<file path="src/hdl/cpcc_pkg.sv">
// How it works
// - Switch source only once new one ready, except failure fallback to fast RC
// - Four sources: crystal, user clock, fast, slow
// - Reset runs fast RC divided by eight
// - Source and divider writable right after reset
// - Programmable prescaler divides CPU/peripheral clock
// - Monitor falls back to fast RC over eight
// - Separate stops for core, peripherals, memory
// - Gate bit layout with reserved bits
// - Configurable clock copy on output pin
// - Wait stops CPU, peripherals keep running
// - Active halt stops CPU and peripheral clocks
// - Regulator-off active halt powers regulator down
// - Halt stops CPU, memory, peripheral clocks, regulator off, external wake
// - Slow RC routable to timer capture input
package cpcc_pkg;
  // Register byte offsets
  localparam logic [7:0] REG_SEL = 8'h00;
  localparam logic [7:0] REG_PRESC = 8'h04;
  localparam logic [7:0] REG_STAT = 8'h08;
  localparam logic [7:0] REG_GATE_LO = 8'h0C;
  localparam logic [7:0] REG_GATE_HI = 8'h10;
  localparam logic [7:0] REG_PWR = 8'h14;
  // Select register fields
  localparam int SEL_SRC_LSB = 0;
  localparam int SEL_MON_BIT = 2;
  localparam int SEL_CAPT_BIT = 3;
  localparam int SEL_OUT_EN_BIT = 4;
  localparam int SEL_OUT_SRC_BIT = 5;
  localparam int SEL_MEM_OFF_BIT = 6;
  // Power register fields
  localparam int PWR_MODE_LSB = 0;
  localparam int PWR_REGOFF_BIT = 2;
  localparam int PWR_ENTER_BIT = 3;
  // Status register fields
  localparam int STAT_BUSY_BIT = 2;
  localparam int STAT_FAIL_BIT = 3;
  localparam int STAT_MODE_LSB = 4;
  // Reset values and writable masks
  localparam logic [7:0] SEL_RST = 8'h00;
  localparam logic [2:0] PRESC_RST = 3'h3;
  localparam logic [7:0] GATE_LO_RST = 8'hFB;
  localparam logic [7:0] GATE_LO_MASK = 8'hFB;
  localparam logic [7:0] GATE_HI_RST = 8'h0C;
  localparam logic [7:0] GATE_HI_MASK = 8'h0C;
  // Failure monitor timing
  localparam int CLK_PERIOD_NS = 10;
  localparam int FAIL_TIME_NS = 640;
  localparam int FAIL_CYCLES = FAIL_TIME_NS / CLK_PERIOD_NS;
  // Clock sources
  typedef enum logic [1:0] {
    SRC_FAST_RC = 2'b00,
    SRC_CRYSTAL = 2'b01,
    SRC_EXT_CLK = 2'b10,
    SRC_SLOW_RC = 2'b11
  } cpcc_src_t;
  // Power modes
  typedef enum logic [1:0] {
    MODE_RUN = 2'b00,
    MODE_WAIT = 2'b01,
    MODE_AHALT = 2'b10,
    MODE_HALT = 2'b11
  } cpcc_mode_t;
endpackage

</file>
<file path="src/hdl/cpcc_sw_if.sv">
`timescale 1ns/100ps
// Link between the controller and its source switch
interface cpcc_sw_if;
  import cpcc_pkg::*;
  cpcc_src_t req_src; // Requested source
  cpcc_src_t cur_src; // Source in use
  logic mon_en; // Failure monitor enable
  logic busy; // Switch pending
  logic fail_pulse; // External clock lost
  logic sel_tick; // Tick of source in use
  modport sw (input req_src, mon_en, output cur_src, busy, fail_pulse, sel_tick);
  modport ctl (output req_src, mon_en, input cur_src, busy, fail_pulse, sel_tick);
endinterface

</file>
<file path="src/hdl/cpcc_src_switch.sv">
`timescale 1ns/100ps
module cpcc_src_switch import cpcc_pkg::*; #(
  parameter int FAIL_LIMIT = FAIL_CYCLES
) (
  // Clock and reset
  input wire logic clock,
  input wire logic rst_n,
  // Oscillators
  input wire logic [3:0] src_tick,
  input wire logic [3:0] src_ready,
  // Controller side
  cpcc_sw_if.sw sw
);
  if (FAIL_LIMIT < 2 || FAIL_LIMIT > 4096) begin : g_chk
    $error("FAIL_LIMIT out of range");
  end
  cpcc_src_t cur_q; // Source in use
  logic sel_q; // Registered tick
  logic fail_q; // Failure pulse
  logic [12:0] miss_q; // Cycles since last external tick
  logic go; // Switch at this edge
  logic watch; // External source monitored
  // Change only on a tick of the new, ready source: no runt pulse
  assign go = (sw.req_src != cur_q) && src_ready[sw.req_src] && src_tick[sw.req_src];
  assign watch = sw.mon_en && (cur_q == SRC_CRYSTAL || cur_q == SRC_EXT_CLK);
  assign sw.cur_src = cur_q;
  assign sw.busy = sw.req_src != cur_q;
  assign sw.sel_tick = sel_q;
  assign sw.fail_pulse = fail_q;
  // Source in use
  always_ff @(posedge clock or negedge rst_n) begin
    if (!rst_n) begin
      cur_q <= SRC_FAST_RC;
    end else if (fail_q) begin
      cur_q <= SRC_FAST_RC;
    end else if (go) begin
      cur_q <= sw.req_src;
    end
  end
  // Tick suppressed in the switching cycle
  always_ff @(posedge clock or negedge rst_n) begin
    if (!rst_n) begin
      sel_q <= 1'b0;
    end else begin
      sel_q <= src_tick[cur_q] && !go && !fail_q;
    end
  end
  // Missing-tick counter
  always_ff @(posedge clock or negedge rst_n) begin
    if (!rst_n) begin
      miss_q <= 13'h0000;
      fail_q <= 1'b0;
    end else begin
      fail_q <= 1'b0;
      if (!watch || src_tick[cur_q] || fail_q) begin
        miss_q <= 13'h0000;
      end else if (miss_q == 13'(FAIL_LIMIT - 1)) begin
        fail_q <= 1'b1;
        miss_q <= 13'h0000;
      end else begin
        miss_q <= miss_q + 13'h0001;
      end
    end
  end
endmodule

</file>
<file path="src/hdl/cpcc_prescaler.sv">
`timescale 1ns/100ps
module cpcc_prescaler #(
  parameter int W = 3
) (
  // Clock and reset
  input wire logic clock,
  input wire logic rst_n,
  // Ticks in and out
  input wire logic in_tick,
  input wire logic [W-1:0] ratio,
  output logic out_tick
);
  localparam int CW = 1 << W;
  if (W < 1 || W > 4) begin : g_chk
    $error("W out of range");
  end
  logic [CW-1:0] cnt_q; // Ticks counted
  logic [CW-1:0] lim; // Last count of a period
  logic out_q; // Divided tick
  assign lim = ~({CW{1'b1}} << ratio);
  assign out_tick = out_q;
  // Divide by two to the power of ratio
  always_ff @(posedge clock or negedge rst_n) begin
    if (!rst_n) begin
      cnt_q <= '0;
      out_q <= 1'b0;
    end else begin
      out_q <= 1'b0;
      if (in_tick) begin
        // Compare with >= so a ratio cut mid-period ends it at once
        if (cnt_q >= lim) begin
          cnt_q <= '0;
          out_q <= 1'b1;
        end else begin
          cnt_q <= cnt_q + 1'b1;
        end
      end
    end
  end
endmodule

</file>
<file path="src/hdl/cpcc_top.sv">
`timescale 1ns/100ps
module cpcc_top import cpcc_pkg::*; #(
  parameter int FAIL_LIMIT = FAIL_CYCLES
) (
  // Clock and reset
  input wire logic clock,
  input wire logic rst_n,
  // APB slave
  input wire logic psel,
  input wire logic penable,
  input wire logic pwrite,
  input wire logic [7:0] paddr,
  input wire logic [31:0] pwdata,
  output logic [31:0] prdata,
  output logic pready,
  output logic pslverr,
  // Oscillators: 0 fast RC, 1 crystal, 2 user clock, 3 slow RC
  input wire logic [3:0] src_tick,
  input wire logic [3:0] src_ready,
  // Wakeup sources
  input wire logic irq_internal,
  input wire logic irq_external,
  input wire logic awu_irq,
  // Clock enables out
  output logic master_clock_tick,
  output logic cpu_tick,
  output logic mem_tick,
  output logic [7:0] periph_tick_low,
  output logic [7:0] periph_tick_high,
  // Pins and analog controls
  output logic clock_output,
  output logic regulator_on,
  output logic slow_rc_to_capture,
  output logic clock_fail
);
  cpcc_sw_if sw_if ();

  logic [7:0] sel_q; // Source and options
  logic [2:0] presc_q; // Divider exponent
  logic [7:0] gate_lo_q; // Peripheral gates, low
  logic [7:0] gate_hi_q; // Peripheral gates, high
  cpcc_mode_t mode_q; // Power mode
  logic regoff_q; // Regulator-off variant
  logic fail_flag_q; // Sticky failure flag
  logic [31:0] prdata_q; // Read data
  logic master_w; // Divided master tick
  logic master_q; // Registered master tick
  logic cpu_q; // CPU tick
  logic mem_q; // Memory tick
  logic [15:0] per_q; // Peripheral ticks
  logic out_q; // Clock output level
  logic reg_on_q; // Regulator state
  logic capt_q; // Routed slow RC
  logic wr; // Write access
  logic map_ok; // Address decodes
  logic [31:0] rd_mux; // Read data before register
  logic wake; // Wakeup for current mode
  logic out_src; // Clock output toggle source
  logic [15:0] gate_all; // Gates joined

  // Access phase write strobe
  assign wr = psel && penable && pwrite;

  // Address decode
  always_comb begin
    map_ok = 1'b1;
    case (paddr)
      REG_SEL, REG_PRESC, REG_STAT, REG_GATE_LO, REG_GATE_HI, REG_PWR: map_ok = 1'b1;
      default: map_ok = 1'b0;
    endcase
  end

  // Zero wait states; error only on unmapped word
  assign pready = 1'b1;
  assign pslverr = psel && penable && !map_ok;
  assign prdata = prdata_q;

  // Read mux, reserved bits read zero
  always_comb begin
    rd_mux = 32'h0000_0000;
    case (paddr)
      REG_SEL: rd_mux = {24'h00_0000, sel_q};
      REG_PRESC: rd_mux = {29'h0000_0000, presc_q};
      REG_STAT: begin
        rd_mux[1:0] = sw_if.cur_src;
        rd_mux[STAT_BUSY_BIT] = sw_if.busy;
        rd_mux[STAT_FAIL_BIT] = fail_flag_q;
        rd_mux[STAT_MODE_LSB +: 2] = mode_q;
      end
      REG_GATE_LO: rd_mux = {24'h00_0000, gate_lo_q};
      REG_GATE_HI: rd_mux = {24'h00_0000, gate_hi_q};
      REG_PWR: rd_mux = {29'h0000_0000, regoff_q, mode_q};
      default: rd_mux = 32'h0000_0000;
    endcase
  end

  // Read data caught in the setup cycle, stable through access
  always_ff @(posedge clock or negedge rst_n) begin
    if (!rst_n) begin
      prdata_q <= 32'h0000_0000;
    end else if (psel && !penable && !pwrite) begin
      prdata_q <= rd_mux;
    end
  end

  // Source select and options; failure overrides a same-cycle write
  always_ff @(posedge clock or negedge rst_n) begin
    if (!rst_n) begin
      sel_q <= SEL_RST;
    end else if (sw_if.fail_pulse) begin
      sel_q[SEL_SRC_LSB +: 2] <= SRC_FAST_RC;
    end else if (wr && paddr == REG_SEL) begin
      sel_q <= {1'b0, pwdata[6:0]};
    end
  end

  // Prescaler exponent; failure forces divide by eight
  always_ff @(posedge clock or negedge rst_n) begin
    if (!rst_n) begin
      presc_q <= PRESC_RST;
    end else if (sw_if.fail_pulse) begin
      presc_q <= PRESC_RST;
    end else if (wr && paddr == REG_PRESC) begin
      presc_q <= pwdata[2:0];
    end
  end

  // Peripheral gate registers, reserved bits held at zero
  always_ff @(posedge clock or negedge rst_n) begin
    if (!rst_n) begin
      gate_lo_q <= GATE_LO_RST;
      gate_hi_q <= GATE_HI_RST;
    end else begin
      if (wr && paddr == REG_GATE_LO) begin
        gate_lo_q <= pwdata[7:0] & GATE_LO_MASK;
      end
      if (wr && paddr == REG_GATE_HI) begin
        gate_hi_q <= pwdata[7:0] & GATE_HI_MASK;
      end
    end
  end

  // Sticky failure flag, write one clears, set wins
  always_ff @(posedge clock or negedge rst_n) begin
    if (!rst_n) begin
      fail_flag_q <= 1'b0;
    end else if (sw_if.fail_pulse) begin
      fail_flag_q <= 1'b1;
    end else if (wr && paddr == REG_STAT && pwdata[STAT_FAIL_BIT]) begin
      fail_flag_q <= 1'b0;
    end
  end

  // Wakeup sources allowed in each mode
  always_comb begin
    wake = 1'b0;
    case (mode_q)
      MODE_WAIT: wake = irq_internal || irq_external;
      MODE_AHALT: wake = awu_irq || irq_external;
      MODE_HALT: wake = irq_external;
      default: wake = 1'b0;
    endcase
  end

  // Power mode; wakeup returns to run and leaves clock settings alone
  always_ff @(posedge clock or negedge rst_n) begin
    if (!rst_n) begin
      mode_q <= MODE_RUN;
      regoff_q <= 1'b0;
    end else if (mode_q != MODE_RUN) begin
      if (wake) begin
        mode_q <= MODE_RUN;
      end
    end else if (wr && paddr == REG_PWR) begin
      regoff_q <= pwdata[PWR_REGOFF_BIT];
      if (pwdata[PWR_ENTER_BIT]) begin
        mode_q <= cpcc_mode_t'(pwdata[PWR_MODE_LSB +: 2]);
      end
    end
  end

  // Source switch with failure monitor
  assign sw_if.req_src = cpcc_src_t'(sel_q[SEL_SRC_LSB +: 2]);
  assign sw_if.mon_en = sel_q[SEL_MON_BIT];
  cpcc_src_switch #(
    .FAIL_LIMIT(FAIL_LIMIT)
  ) u_switch (
    .clock(clock),
    .rst_n(rst_n),
    .src_tick(src_tick),
    .src_ready(src_ready),
    .sw(sw_if)
  );

  // Master clock divider
  cpcc_prescaler #(
    .W(3)
  ) u_presc (
    .clock(clock),
    .rst_n(rst_n),
    .in_tick(sw_if.sel_tick),
    .ratio(presc_q),
    .out_tick(master_w)
  );

  // Core and memory enables, run mode only
  always_ff @(posedge clock or negedge rst_n) begin
    if (!rst_n) begin
      master_q <= 1'b0;
      cpu_q <= 1'b0;
      mem_q <= 1'b0;
    end else begin
      master_q <= master_w;
      cpu_q <= master_w && mode_q == MODE_RUN;
      mem_q <= master_w && mode_q == MODE_RUN && !sel_q[SEL_MEM_OFF_BIT];
    end
  end

  // Per-peripheral enables; stopped in both halt modes
  assign gate_all = {gate_hi_q, gate_lo_q};
  for (genvar i = 0; i < 16; i++) begin : g_per
    always_ff @(posedge clock or negedge rst_n) begin
      if (!rst_n) begin
        per_q[i] <= 1'b0;
      end else begin
        per_q[i] <= master_w && gate_all[i] && !mode_q[1];
      end
    end
  end

  // Clock output: master or raw source, halved to keep duty even
  assign out_src = sel_q[SEL_OUT_SRC_BIT] ? sw_if.sel_tick : master_w;
  always_ff @(posedge clock or negedge rst_n) begin
    if (!rst_n) begin
      out_q <= 1'b0;
    end else if (!sel_q[SEL_OUT_EN_BIT]) begin
      out_q <= 1'b0;
    end else if (out_src) begin
      out_q <= !out_q;
    end
  end

  // Regulator control and slow RC routing to timer capture
  always_ff @(posedge clock or negedge rst_n) begin
    if (!rst_n) begin
      reg_on_q <= 1'b1;
      capt_q <= 1'b0;
    end else begin
      reg_on_q <= !(mode_q == MODE_HALT || (mode_q == MODE_AHALT && regoff_q));
      capt_q <= sel_q[SEL_CAPT_BIT] && src_tick[SRC_SLOW_RC];
    end
  end

  assign master_clock_tick = master_q;
  assign cpu_tick = cpu_q;
  assign mem_tick = mem_q;
  assign periph_tick_low = per_q[7:0];
  assign periph_tick_high = per_q[15:8];
  assign clock_output = out_q;
  assign regulator_on = reg_on_q;
  assign slow_rc_to_capture = capt_q;
  assign clock_fail = fail_flag_q;
endmodule

</file>
<file path="config.mk">
export PLATFORM = sky130hd
export DESIGN_NAME = cpcc_top
export DESIGN_NICKNAME = d
export VERILOG_FILES = /design/src/hdl/cpcc_pkg.sv /design/src/hdl/cpcc_sw_if.sv /design/src/hdl/cpcc_src_switch.sv /design/src/hdl/cpcc_prescaler.sv /design/src/hdl/cpcc_top.sv
export SDC_FILE = /design/constraint.sdc
export NUM_CORES = 1
export LEC_CHECK = 0
export ABC_AREA = 1
export BUFFER_PORTS_ARGS = -buffer_cell sky130_fd_sc_hd__buf_2
export CAP_MARGIN = 10
export CORE_MARGIN = 4
export CORE_UTILIZATION = 50
export DETAILED_ROUTE_END_ITERATION = 10
export PLACE_DENSITY = 0.88
export SKIP_LAST_GASP = 1
export SYNTH_ARGS = -nofsm -noshare
export SYNTH_HDL_FRONTEND = slang
export SYNTH_SLANG_ARGS = --single-unit
</file>
<file path="constraint.sdc">
create_clock -name clock -period 3.1 [get_ports clock]
set_clock_uncertainty 0.1 [all_clocks]
set_input_delay 0.62 -clock clock [delete_from_list [all_inputs] [get_ports clock]]
set_output_delay 0.62 -clock clock [all_outputs]
set_load 0.005 [all_outputs]
</file>
Yosys cells after proc, flatten, opt, wreduce, memory -nomap -nowiden
Index checks and enable logic that the tools add are counted.

word-level totals
  register bits = 96
  bits of input ports = 56
  output and inout port bits = 57
  word-level logic and storage cells = 153

operators by class
  add/sub/neg operators = 2
  order comparisons = 3
  equality and inequality tests = 14
  shift-type cells = 1
  multiplexer cells = 32
  bitwise gates (word level) = 3
  reduce and logical (&&, ||, !) cells = 68

operators by type and width
  kind                                                                           count
  1-bit logical AND                                                              39
  6-bit case mux with 6 select lines                                             1
  13-bit 2-to-1 mux                                                              2
  8-bit by 4-bit == test with 1-bit output (second input constant)               2
  8-bit by 5-bit == test with 1-bit output (second input constant)               2
  2-bit 2-to-1 mux                                                               8
  2-bit nonzero test                                                             7
  13-bit by 1-bit adder with 13-bit output (second input constant)               1
  13-bit by 6-bit == test with 1-bit output (second input constant)              1
  1-bit 2-to-1 mux                                                               13
  1-bit zero test                                                                10
  8-bit by 1-bit adder with 8-bit output (second input constant)                 1
  8-bit by 3-bit == test with 1-bit output (second input constant)               1
  8-bit >= comparator                                                            1
  8-bit zero test                                                                1
  8-bit 2-to-1 mux                                                               1
  8-bit inverter                                                                 1
  8-bit by 3-bit left shift with 8-bit output (first input constant)             1
  1-bit binary-select mux with 2-bit select                                      3
  2-bit == test (second input constant)                                          3
  1-bit logical OR                                                               6
  2-bit by 3-bit less-than comparator with 1-bit output (second input constant)  2
  3-bit 2-to-1 mux                                                               2
  6-bit OR reduction                                                             1
  other kinds (10)                                                               13

Depth between registers and ports, before layout
  depth after elaboration = 7
  depth in mapped cells = 12
  mapped depth without buffers = 11

Hierarchy
A second synthesis with hierarchy kept.

unflattened totals
  cell total of the unflattened synthesis = 553
  area total of the unflattened synthesis = 4361.7 µm²

by module, submodules not included
  module           instances  cells an instance  area each (µm²)  sequential area each (µm²)
  cpcc_top         1          299                2543.7           1166.1
  cpcc_src_switch  1          162                1101.1           425.4
  cpcc_prescaler   1          92                 716.9            225.2

Worst setup path before layout
No wires, ideal clock.

  path kind = input to output
  start point = input port paddr[5]
  end point = output port pslverr
  arrival time = 1.225 ns
  data required time = 2.380 ns
  path slack = 1.155 ns
  stages = 8
  path buffers = 0
  path through = nor2_2 nand2_4 inv_2 nand2_4 inv_4 nor2_1 nand3_1 nor2_1

between the ends
  cells in the longest elaborated chain, start to end = 5
  elaborated cells between the ends (all ways) = 10
  classes of those cells = 5 x eq/ne; 1 x mux; 4 x reduce/logical

ends and longest elaborated chain
  what                                                              line            RTL
  start: declaration                                                cpcc_top.sv:12  input wire logic [7:0] paddr,
  8-bit by 3-bit == test with 1-bit output (tied with other cells)  cpcc_top.sv:67  case (paddr)
  6-bit OR reduction (*)                                            cpcc_top.sv:67
  1-bit 2-to-1 mux (*)                                              cpcc_top.sv:67
  1-bit zero test (*)                                               cpcc_top.sv:75  assign pslverr = psel && penable && !map_ok;
  1-bit logical AND (*)                                             cpcc_top.sv:75
  end: declaration                                                  cpcc_top.sv:16  output logic pslverr,

Every way passes the cells marked *; elsewhere a longest branch is shown, timed or not.

Worst setup path after layout
Ends and elaborated chain as after synthesis.

==> impl_metrics.tcl <==
set metrics [dict create \
    routedWlPerCell_um 12.9 \
    fp.coreArea_um2 7890 \
    clk_latency_ns 0.34 \
    critPathLaunchType "input pin" \
    min_period_over_period 0.724 \
    fin_util 0.589 \
    start_util 0.525 \
    max-cap-violations 0 \
    grt_pass1_vias 3338 \
    tns_ns 0 \
    swShare 0.267 \
    cp_data_required_time_ns 2.38 \
    hold_buffers 0 \
    antenna_found_initial 0 \
    postSynthAreaPerCell_um2 8.10 \
    maxSlewViolCount 0 \
    dp.cells 661 \
    synth_seq_area_share 0.439 \
    min_to "regulator_on$_DFF_PN1_" \
    routed-via-count 3475 \
    core.rowCount 32 \
    viasPerCell 5.13 \
    cts_buffer_depth 2 \
    drc_errors 0 \
    vdd_drop_max_mv 0.194 \
    die_area_um2 9800 \
    min_path_type "flop to flop" \
    p_total_mw 2.37 \
    regArea_um2 1820 \
    crit_fanout 5 \
    grt-busiest-layer "met2" \
    place_worst_setup_slack_ns 0.843 \
    postCtsSetupRepairBufs 0 \
    grtUsageTotal 0.184 \
    worstReg2RegStart "presc_q[0]$_DFFE_PN1P_" \
    cts_max_level 3 \
    grt_util_met3 0.0460 \
    p_comb_frac 0.151 \
    final_layout_size_suffix_gt1_frac 0.231 \
    numPortBuffers 56 \
    synth_cell_types 39 \
    grtUsageMet2 0.308 \
    setup_violations 0 \
    mostFrequentLayoutCell "nand2_1" \
    critPathCaptureType "output pin" \
    hold-worst-slack_ns 0.357 \
    wl_um 8750 \
    worst-slew-pin-transition_ns 0.877 \
    hold_violations 0 \
    area_growth_syn_to_layout_pct 12.3 \
    leakage_nw 2.37 \
    internal-power_mw 1.74 \
    cts_buffers 9 \
    r2r_cells 7 \
    final_nets 638 \
    p_sw_mw 0.633 \
    fin_area_um2 4650 \
    syn_inst 511 \
    pwr-share-clk 0.394 \
    antennaDiodeCount 0 \
    clock-sinks 72 \
    first_pass_iters 5 \
    fp.dieH_um 99.0 \
    clockRootBuffer "clkbuf_8" \
    grt_pass1_wl_um 14700 \
    yosys_warnings 0 \
    place_area_um2 4380 \
    overflow 0 \
    drt_iter0_drc 168 \
    post_cts_resized 0 \
    fp.dieW_um 99.0 \
    dp_hpwl_um 6640 \
    layout_common_cells "nand2_1 (130), dfrtp_1 (60), nor2_1 (56), buf_2 (56), inv_1 (50)" \
    finalWorstSetupSlack_ns 0.856 \
    reg2reg_to "u_presc.cnt_q[2]$_DFFE_PN0P_" \
    seq_power_share 0.456 \
    cts_tree "done" \
    slew_headroom 0.415 \
    stdcell_count 677 \
    path_class "input pin to output pin" \
    status "complete, no violations" \
    multi_input_area_um2 1930 \
    syn-cell-area_um2 4140 \
    grt_max_degree 73 \
    r2r_slack_ns 1.14 \
    path_clk_slew_ns 0.07 \
    fill_cells 701 \
    place_congestion 0.920 \
    ant_nets 0 \
    hp-start "regoff_q$_DFFE_PN0P_" \
    min_period_ns 2.24 \
    hold_depth 1 \
    rsz0062_at_grt "false" \
    io-pin-count 113 \
    yosys_register_bits 72 \
    crit_arrival_ns 1.52 \
    max_freq_mhz 446 \
    p_per_area_nw_per_um2 510 \
    grt_util_met1 0.223 \
]
[critical path, stage by stage]
cell     delay (ns)
buf_2          0.11
nor2_2         0.14
nand2_4        0.12
inv_2          0.11
nand2_4        0.08
inv_4          0.08
nor2_1         0.04
nand3_1        0.07
nor2_1         0.04
buf_2          0.11
[final cells by class]
class,instances,share of cell area
repair buffers,57,0.0619
clock inverters,4,0.0213
well taps,102,0.0275
flip-flops and latches,72,0.391
inverters,58,0.0485
clock buffers,12,0.0355
multi-input cells,372,0.415
[kinds of logic (layout without fill, tap and decap cells)]
kind of cell             count (synthesis)  count (layout)  share of synthesized area
AND/OR/NAND/NOR                        263             263                      0.295
flip-flops                              72              72                      0.439
AO/OA/AOI/OAI                           55              55                     0.0843
buffers and inverters                   97             131                      0.123
adder cells (fa/ha/maj)                 12              12                     0.0363
XOR/XNOR                                10              10                     0.0212
other                                    2              32                    0.00181
[power by group through the flow]
stage | logic, mW | clock network [mW] | registers, mW
floorplan | 0.267 | 0 | 1.07
global placement | 0.340 | 0 | 1.09
detailed placement | 0.358 | 0 | 1.10
CTS | 0.361 | 0.955 | 1.08
global route | 0.417 | 1.00 | 1.09
finish | 0.358 | 0.933 | 1.08
[worst max-delay path by stage]
stage	start	end	slack, ns	cells past startpoint
after detailed placement	paddr[1]	pslverr	0.84	8
after floorplan	paddr[5]	pslverr	1.15	8
after CTS	paddr[1]	pslverr	0.84	8
final	paddr[5]	pslverr	0.86	10
after global placement	paddr[5]	pslverr	0.85	10
after global routing	paddr[7]	pslverr	0.70	8
[metal layers]
layer | vias to the layer above | wire [µm]
met5 | - | 0
met4 | 0 | 204
met3 | 22 | 657
met2 | 132 | 4370
met1 | 1636 | 3510
li1 | 1685 | -
[flip-flops by register name (all words and copies together) (netlist names)]
register / cells
u_switch.miss_q: 13
prdata: 8
u_presc.cnt_q: 8
gate_lo_q: 7
periph_tick_low: 7
sel_q: 7
presc_q: 3
gate_hi_q: 2
mode_q: 2
periph_tick_high: 2
u_switch.sw.cur_src: 2
clock_fail: 1
clock_output: 1
cpu_tick: 1
master_clock_tick: 1
mem_tick: 1
regoff_q: 1
regulator_on: 1
slow_rc_to_capture: 1
u_presc.out_tick: 1
u_switch.sw.fail_pulse: 1
u_switch.sw.sel_tick: 1
[synth_stat cells]
| cell type | n | area [µm²] |
|---|---|---|
| nand2_2 | 7 | 43.8 |
| ha_1 | 12 | 150 |
| nand3_2 | 3 | 30.0 |
| clkbuf_1 | 3 | 11.3 |
| buf_4 | 32 | 240 |
| o21a_1 | 1 | 7.51 |
| nor2_1 | 56 | 210 |
| conb_1 | 2 | 7.51 |
| nor3_1 | 5 | 25.0 |
| nor4_1 | 2 | 12.5 |
| dfrtp_1 | 60 | 1500 |
| o21ai_2 | 13 | 114 |
| o21bai_1 | 2 | 15.0 |
| buf_2 | 2 | 10.0 |
| xnor2_1 | 2 | 17.5 |
| inv_1 | 50 | 188 |
| nand2_1 | 130 | 488 |
| nand3_1 | 40 | 200 |
| inv_4 | 1 | 6.26 |
| o211ai_1 | 3 | 22.5 |
| nor2_4 | 5 | 56.3 |
| nand3_4 | 1 | 17.5 |
| nor2_8 | 1 | 20.0 |
| xor2_1 | 8 | 70.1 |
| a21oi_2 | 2 | 17.5 |
| inv_2 | 5 | 18.8 |
| o31ai_1 | 1 | 7.51 |
| or2_2 | 1 | 6.26 |
| o21ai_1 | 9 | 45.0 |
| clkinv_4 | 1 | 8.76 |
| nand4_1 | 4 | 25.0 |
| nand2_4 | 3 | 33.8 |
| o21ai_0 | 12 | 60.1 |
| nor3_4 | 2 | 32.5 |
| dfstp_2 | 12 | 315 |
| clkinv_1 | 1 | 3.75 |
| nor2_2 | 3 | 18.8 |
| buf_6 | 2 | 22.5 |
| a21oi_1 | 12 | 60.1 |
(Power assumes the default switching activity.)
